[src/inc/arrpwm_pkg.sv]
package arrpwm_pkg;
   localparam int NCH = 3;
   // register addresses on the special-function-register bus
   localparam logic [7:0] ADDR_CLR = 8'hce;
   localparam logic [7:0] ADDR_PWM = 8'hf7;
   localparam logic [NCH-1:0][7:0] ADDR_CMP_LO = {8'hed, 8'heb, 8'he9};
   localparam logic [NCH-1:0][7:0] ADDR_CMP_HI = {8'hfd, 8'hfb, 8'hf9};
   // pwm configuration fields
   localparam int PWM_RLD_SEL = 7;
   localparam int PWM_IRQ_EN = 6;
   localparam int PWM_OVF = 5;
   localparam int PWM_LEN_LSB = 0;
   localparam int PWM_LEN_W = 2;
   // comparator clear fields
   localparam int CLR_POL = 7;
   localparam int CLR_RSVD_LSB = 3;
   localparam int CLR_RSVD_W = 4;
   localparam int CLR_EN_LSB = 0;
   localparam logic [7:0] RST_PWM = 8'h00;
   localparam logic [7:0] RST_CLR = 8'h00;
   localparam logic [7:0] RD_NONE = 8'h00;
   localparam logic [2:0] RD_UNUSED = 3'h0;
   // cycle lengths
   localparam logic [1:0] LEN_8 = 2'h0;
   localparam logic [1:0] LEN_9 = 2'h1;
   localparam logic [1:0] LEN_10 = 2'h2;
   localparam logic [1:0] LEN_11 = 2'h3;
   localparam logic [15:0] MASK_8 = 16'h00ff;
   localparam logic [15:0] MASK_9 = 16'h01ff;
   localparam logic [15:0] MASK_10 = 16'h03ff;
   localparam logic [15:0] MASK_11 = 16'h07ff;
   localparam logic [15:0] MASK_16 = 16'hffff;
   localparam int SYNC_STAGES = 2;

   typedef struct packed {
      logic [7:0] addr;
      logic wr;
      logic rd;
      logic [7:0] wdata;
   } arrpwm_sfr_t;

   typedef struct packed {
      logic [15:0] value;
      logic tick;
   } arrpwm_cnt_t;

   typedef struct packed {
      logic [NCH-1:0] pwm_en;
      logic [NCH-1:0] wide;
   } arrpwm_chcfg_t;

   typedef struct packed {
      logic [SYNC_STAGES-1:0] sync;
      logic last;
   } arrpwm_edge_st_t;

   typedef struct packed {
      logic reload_sel;
      logic ovf_irq_en;
      logic ovf_flag;
      logic [PWM_LEN_W-1:0] len_sel;
      logic clr_pol;
      logic [CLR_RSVD_W-1:0] clr_rsvd;
      logic [NCH-1:0] clr_en;
      logic [NCH-1:0][15:0] cmp;
      logic [NCH-1:0][15:0] rld;
      logic [NCH-1:0][15:0] eff;
      logic [NCH-1:0] pin;
      logic [NCH-1:0] hold_clr;
      logic [7:0] rdata;
      logic irq;
   } arrpwm_state_t;
endpackage : arrpwm_pkg

[src/arrpwm_edge.sv]
`timescale 1ns/100ps
`default_nettype none
module arrpwm_edge (
   input wire logic clk_i,
   input wire logic arst_n_i,
   input wire logic level_i,
   output logic rise_o,
   output logic fall_o
);
   import arrpwm_pkg::*;

   arrpwm_edge_st_t st_r;
   arrpwm_edge_st_t st_nxt;

   // the first stage feeds only the second; edges look at stage two and later
   always_comb begin
      st_nxt = st_r;
      st_nxt.sync = {st_r.sync[0], level_i};
      st_nxt.last = st_r.sync[1];
   end

   always_ff @(posedge clk_i or negedge arst_n_i) begin
      if (!arst_n_i) begin
         st_r <= '0;
      end else begin
         st_r <= st_nxt;
      end
   end

   assign rise_o = st_r.sync[1] & ~st_r.last;
   assign fall_o = ~st_r.sync[1] & st_r.last;
endmodule : arrpwm_edge
`default_nettype wire

[src/arrpwm_top.sv]
// Operation
// - select bit routes compare addresses to reload
// - reload registers matter only for 9-11 bit
// - overflow flag interrupts only while enabled
// - flag set on selected counter bit overflow
// - flag set by hardware or software, software clears
// - length field picks 8, 9, 10, 11 bits
// - length shared by non-wide pwm channels
// - unused pwm bits read zero, writes ignored
// - polarity picks falling or rising comparator clear
// - low three bits enable clear per channel
// - pwm mode channel drives waveform on pin
// - wide select chooses 16-bit period
`timescale 1ns/100ps
`default_nettype none
module arrpwm_top (
   input wire logic clk_i,
   input wire logic arst_n_i,
   input wire arrpwm_pkg::arrpwm_sfr_t sfr_i,
   input wire arrpwm_pkg::arrpwm_cnt_t main_array_counter_i,
   input wire arrpwm_pkg::arrpwm_chcfg_t chcfg_i,
   input wire logic cmp_result_i,
   output logic [7:0] sfr_rdata_o,
   output logic irq_o,
   output logic [arrpwm_pkg::NCH-1:0] channel_output_pin_o
);
   import arrpwm_pkg::*;

   arrpwm_state_t st_r;
   arrpwm_state_t st_nxt;
   logic cmp_rise;
   logic cmp_fall;
   logic clr_evt;
   logic short_end;
   logic full_end;
   logic wr_pwm;
   logic wr_clr;
   logic [15:0] len_mask;

   function automatic logic [15:0] cycle_mask(input logic [1:0] sel);
      case (sel)
         LEN_8: cycle_mask = MASK_8;
         LEN_9: cycle_mask = MASK_9;
         LEN_10: cycle_mask = MASK_10;
         LEN_11: cycle_mask = MASK_11;
         default: cycle_mask = MASK_8;
      endcase
   endfunction : cycle_mask

   // counter about to carry out of the masked bits on this tick
   function automatic logic wraps(input arrpwm_cnt_t c, input logic [15:0] m);
      wraps = c.tick && ((c.value & m) == m);
   endfunction : wraps

   arrpwm_edge u_edge (
      .clk_i(clk_i),
      .arst_n_i(arst_n_i),
      .level_i(cmp_result_i),
      .rise_o(cmp_rise),
      .fall_o(cmp_fall)
   );

   assign clr_evt = st_r.clr_pol ? cmp_rise : cmp_fall;
   assign len_mask = cycle_mask(st_r.len_sel);
   assign short_end = wraps(main_array_counter_i, len_mask);
   assign full_end = wraps(main_array_counter_i, MASK_16);
   // fixed addresses: no page decode, so every page reaches them
   assign wr_pwm = sfr_i.wr && (sfr_i.addr == ADDR_PWM);
   assign wr_clr = sfr_i.wr && (sfr_i.addr == ADDR_CLR);

   always_comb begin
      logic [15:0] m;
      logic cyc_end;
      m = MASK_16;
      cyc_end = 1'b0;
      st_nxt = st_r;

      if (wr_pwm) begin
         st_nxt.reload_sel = sfr_i.wdata[PWM_RLD_SEL];
         st_nxt.ovf_irq_en = sfr_i.wdata[PWM_IRQ_EN];
         st_nxt.len_sel = sfr_i.wdata[PWM_LEN_LSB +: PWM_LEN_W];
         // bits 4:2 have no storage, so writes there vanish
      end
      // set wins over a clearing write in the same cycle
      st_nxt.ovf_flag = short_end | (wr_pwm ? sfr_i.wdata[PWM_OVF] : st_r.ovf_flag);

      if (wr_clr) begin
         st_nxt.clr_pol = sfr_i.wdata[CLR_POL];
         st_nxt.clr_rsvd = sfr_i.wdata[CLR_RSVD_LSB +: CLR_RSVD_W];
         st_nxt.clr_en = sfr_i.wdata[CLR_EN_LSB +: NCH];
      end

      for (int i = 0; i < NCH; i++) begin
         if (sfr_i.wr && (sfr_i.addr == ADDR_CMP_LO[i])) begin
            if (st_r.reload_sel) begin
               st_nxt.rld[i][7:0] = sfr_i.wdata;
            end else begin
               st_nxt.cmp[i][7:0] = sfr_i.wdata;
            end
         end
         if (sfr_i.wr && (sfr_i.addr == ADDR_CMP_HI[i])) begin
            if (st_r.reload_sel) begin
               st_nxt.rld[i][15:8] = sfr_i.wdata;
            end else begin
               st_nxt.cmp[i][15:8] = sfr_i.wdata;
            end
         end

         // wide channels ignore the shared length
         m = chcfg_i.wide[i] ? MASK_16 : len_mask;
         cyc_end = chcfg_i.wide[i] ? full_end : short_end;
         if (cyc_end) begin
            st_nxt.hold_clr[i] = 1'b0;
            if (chcfg_i.wide[i]) begin
               st_nxt.eff[i] = st_r.cmp[i];
            end else if (st_r.len_sel == LEN_8) begin
               st_nxt.eff[i] = {8'h00, st_r.cmp[i][15:8]};
            end else begin
               st_nxt.eff[i] = st_r.rld[i] & len_mask;
            end
         end
         if (clr_evt && st_r.clr_en[i]) begin
            st_nxt.hold_clr[i] = 1'b1;
         end
         // high while the cycle position is below the compare value
         st_nxt.pin[i] = chcfg_i.pwm_en[i] && !st_nxt.hold_clr[i] &&
                         ((main_array_counter_i.value & m) < (st_nxt.eff[i] & m));
      end

      st_nxt.rdata = st_r.rdata;
      if (sfr_i.rd) begin
         st_nxt.rdata = RD_NONE;
         if (sfr_i.addr == ADDR_PWM) begin
            st_nxt.rdata = {st_r.reload_sel, st_r.ovf_irq_en, st_r.ovf_flag, RD_UNUSED, st_r.len_sel};
         end
         if (sfr_i.addr == ADDR_CLR) begin
            st_nxt.rdata = {st_r.clr_pol, st_r.clr_rsvd, st_r.clr_en};
         end
         for (int i = 0; i < NCH; i++) begin
            if (sfr_i.addr == ADDR_CMP_LO[i]) begin
               st_nxt.rdata = st_r.reload_sel ? st_r.rld[i][7:0] : st_r.cmp[i][7:0];
            end
            if (sfr_i.addr == ADDR_CMP_HI[i]) begin
               st_nxt.rdata = st_r.reload_sel ? st_r.rld[i][15:8] : st_r.cmp[i][15:8];
            end
         end
      end

      st_nxt.irq = st_nxt.ovf_flag && st_nxt.ovf_irq_en;
   end

   always_ff @(posedge clk_i or negedge arst_n_i) begin
      if (!arst_n_i) begin
         st_r <= '0;
      end else begin
         st_r <= st_nxt;
      end
   end

   assign sfr_rdata_o = st_r.rdata;
   assign irq_o = st_r.irq;
   assign channel_output_pin_o = st_r.pin;

   generate
      for (genvar g = 0; g < NCH; g++) begin : g_chk

      end
   endgenerate
endmodule : arrpwm_top
`default_nettype wire

[config.mk]
export PLATFORM = sky130hd
export DESIGN_NAME = arrpwm_top
export DESIGN_NICKNAME = d
export VERILOG_FILES = /design/src/inc/arrpwm_pkg.sv /design/src/arrpwm_edge.sv /design/src/arrpwm_top.sv
export SDC_FILE = /design/constraint.sdc
export NUM_CORES = 1
export LEC_CHECK = 0
export ABC_AREA = 0
export BUFFER_PORTS_ARGS = -buffer_cell sky130_fd_sc_hd__buf_2
export CORE_UTILIZATION = 50
export CTS_CLUSTER_DIAMETER = 30
export DETAILED_ROUTE_END_ITERATION = 12
export GPL_TIMING_DRIVEN = 0
export PLACE_DENSITY = 0.67
export SLEW_MARGIN = 30
export SYNTH_ARGS = -nofsm -noshare
export SYNTH_HDL_FRONTEND = slang
export SYNTH_HIERARCHICAL = 1
export SYNTH_SLANG_ARGS = --single-unit
[constraint.sdc]
create_clock -name clk_i -period 3 [get_ports clk_i]
set_input_delay 0.6 -clock clk_i [delete_from_list [all_inputs] [get_ports clk_i]]
set_output_delay 0.6 -clock clk_i [all_outputs]
set_load 0.02 [all_outputs]
==> results by group <==
Detailed routing
  – Initial DRC count: 701
  – Antenna Violating Nets Remaining: 0
  – DRC errors left: 0
  – Vias: 7954
  – Drt pass-1 iters: 5
  – Drt total wl: 29.5 mm
  – Via/cell ratio: 6.07
  – WL/cell: 22.5 um

Logic synthesis
  – Post-Syn Nets: 1009
  – Synth Instances: 920
  – Warnings from Yosys: 6
  – EDFF count, synth: 0
  – Post-synth top cells: 175 x dfrtp_1, 142 x mux2_2, 77 x nand2_1, 76 x mux2i_1, 55 x o21ai_0
  – Count leader, synth: dfrtp_1
  – Synth area leaders: dfrtp_1 43%, mux2_2 16%, mux2i_1 7.4%
  – Top_reg_cell synth: dfrtp_1
  – Area share of the largest cell type after synthesis: 42.7%
  – Register area share after synthesis: 42.7%
  – Area leader, netlist: dfrtp_1
  – Async SR Flop Fraction: 100%
  – Mapped Area: 10300 sq um
  – Synthesis-stage register bit count: 175
  – Syn_area_per_cell: 11.1 sq um
  – Yosys cell types: 62

Cells and area
  – Layout cells sized above 1: 33.5%
  – P&R area growth vs syn: 17.5%
  – Multi-input gate area: 5710 sq um
  – Fillers: 1689
  – Diode count: 0
  – Sequential cell area: 4380 sq um
  – Final net count: 1117
  – Final core utilization: 59.7%

Place
  – RePlAce Congestion: 0.906
  – Pre-CTS setup slack: -0.855 ns
  – DP HPWL: 21.6 mm
  – Input/output buffers: 54

Power
  – Leakage: 5.47 nW
  – Clock power share: 41.7%
  – Seq pwr share: 46.6%
  – Comb power frac: 11.7%
  – Internal: 3.89 mW
  – Net Switching: 1.41 mW
  – Maximum vdd ir drop: 403 uV
  – Final Power: 5.30 mW
  – Switching Share: 26.6%
  – PD cells: 440 nW/um^2

STA
  – Max Freq: 343 MHz
  – Max Clock Skew: 0.00922 ns
  – Fin worst setup slack: 0.0878 ns
  – Final min period: 2.91 ns
  – Fin Setup TNS: 0 ns
  – Slew @ Worst Pin: 1.01 ns
  – Hold Vio Cnt, Final: 0
  – Slew Limit Fails: 0
  – Setup violations, final: 0
  – Relative slew margins: 32.6%
  – Ratio of final minimum period to clock period: 97.1%

Global route
  – Initial antenna violation count: 0
  – Pin count of the biggest net entering global routing: 78
  – First-pass GRT wire length: 46.4 mm
  – Vias in the first global route: 7828
  – GR Overflow Total: 0
  – GRT Util Overall: 29.2%

Critical path
  – Critical path's slowest cell: a22oi_1
  – Crit Path Category: flip-flop to flip-flop
  – Most common cell on crit path: buf_6
  – Cell-by-cell listing of the critical path: buf_6, a21boi_4, buf_4, nor2_1, a22oi_1, nor2_4, buf_6, o221ai_1, ha_1, a21o_1, nand3_1, a21oi_1, nor4bb_1, o2111a_1
  – Crit path max fanout: 10
  – Crit path max-delay family: compound AO/OA/AOI/OAI gates
  – Crit-path max cell delay: 0.39 ns
  – WP data required: 3.36 ns
  – Setup crit end kind: flip-flop
  – Kind of start point of the critical path: flip-flop
  – Buf+Inv Stages, Crit Path: 3
  – Arr. time, crit path: 3.28 ns

Clock network
  – Clk Latency, worst-skew pair: 0.43 ns
  – # clock sinks: 175
  – H-Tree Level Count: 4
  – Max clock buf depth: 2
  – CTS tree: done
  – Clock transition at path regs: 0.07 ns
  – Cts hold-fix bufs: 0
  – CTS root buf: clkbuf_16
  – Num CTS Buffers: 17

Floorplan
  – Die width: 145 um
  – Starting Density: 50.8%
  – Num ports: 56
  – Die area: 21100 sq um
  – Die height: 145 um
  – Row count: 52
  – CORE AREA: 20200 sq um

Status
  – Status: complete, no violations

Run
  – MaxCap Viol Count: 0

Min path
  – Min-delay worst type: primary input to async pin
## cell families (layout without fill, tap and decap cells)
kind of cell	Yosys count	after routing	synth area share (%)
buf+inv	76	197	3.67
compound gates	165	165	10.6
fa+ha+maj	45	45	5.49
mux	230	230	25.5
simple gates	229	229	12.0
flops	175	175	42.7
## through the flow
step / cells / hold WS (ns) / area, sq um
after floorplan: 920 / 0.304 / 10300
after global placement: 1244 / 0.334 / 10900
after detailed placement: 1246 / 0.339 / 11000
after CTS: 1298 / 0.0198 / 11800
after global routing: 1311 / 0.0267 / 12100
final: 1311 / 0.0152 / 12100
## path summary, 6_finish.rpt
path | endpoint | start | slack [ns] | cells past startpoint
worst max register to register | channel_output_pin_o[2] | st_r[168] | 0.09 | 14
worst min-delay path | st_r[34] | arst_n_i | 0.02 | 1
min in group clk_i | u_edge/st_nxt[2] | cmp_result_i | 0.27 | 1
worst max-delay path | channel_output_pin_o[2] | st_r[168] | 0.09 | 14
worst min register to register | u_edge/st_nxt[0] | u_edge/st_nxt[2] | 0.35 | 0
max in group asynchronous | st_r[164] | arst_n_i | 1.93 | 3
## worst reg2reg max path: cells and delay by family, from the launching register on
| family | cells | cell delay, ns |
|---|---|---|
| compound gates | 6 | 1.26 |
| simple gates | 4 | 0.52 |
| buf+inv | 3 | 0.45 |
| flops | 1 | 0.34 |
| fa+ha+maj | 1 | 0.28 |
## power groups by stage
stage	logic [mW]	clock network [mW]	registers (mW)
2_1_floorplan	0.332	0	2.49
3_3_place_gp	0.558	0	2.51
3_5_place_dp	0.578	0	2.51
4_1_cts	0.601	2.23	2.47
5_1_grt	0.675	2.33	2.47
6_report	0.619	2.21	2.47
## final cells by class
type / instances / area share [%]
well taps: 270 / 2.80
flip-flops and latches: 175 / 36.3
plain buffers: 63 / 3.13
clock inverters: 12 / 1.14
repair buffers: 92 / 5.27
multi-input cells: 669 / 47.4
inverters: 10 / 0.311
clock buffers: 20 / 3.62
## placed cells by master, fill, tap and decap left out, types with 8 or more instances in the layout
master and n:
nand2_1 73, nor2_1 28, mux2i_1 71, nand2b_1 19
dfrtp_1 175, o2bb2ai_1 14, nand4_1 16, o21a_1 11
buf_2 56, and2_1 18, ha_1 45, o21ai_1 8
clkbuf_1 26, mux4_2 11, o21ai_0 44, nand3_1 14
clkbuf_16 17, o221ai_1 8, buf_6 9, mux2_2 142
a31oi_1 12, a21oi_1 20, inv_1 10, buf_4 50
## registers in the layout (all words and copies together), names as in the netlist
register	count
irq_o	1
u_edge/st_nxt	2
sfr_rdata_o	8
channel_output_pin_o	3
st_r	160
u_edge/st_r	1
## timing repair
| item | CTS | global route |
|---|---|---|
| gates resized for setup | 36 | 49 |
| endpoints found under the setup margin | 3 | 3 |
| pin swaps | 14 | 22 |
| buffers inserted | 22 | 14 |
## metal layers
layer,vias to the layer above,share of wire [%],global-route usage [%]
met5,-,0,0
met4,0,2.2,8.05
met1,3992,46,42.2
li1,3612,-,-
met2,298,45,44.8
met3,52,6.5,5.69
No activity file was read; power rests on OpenSTA's default activity.
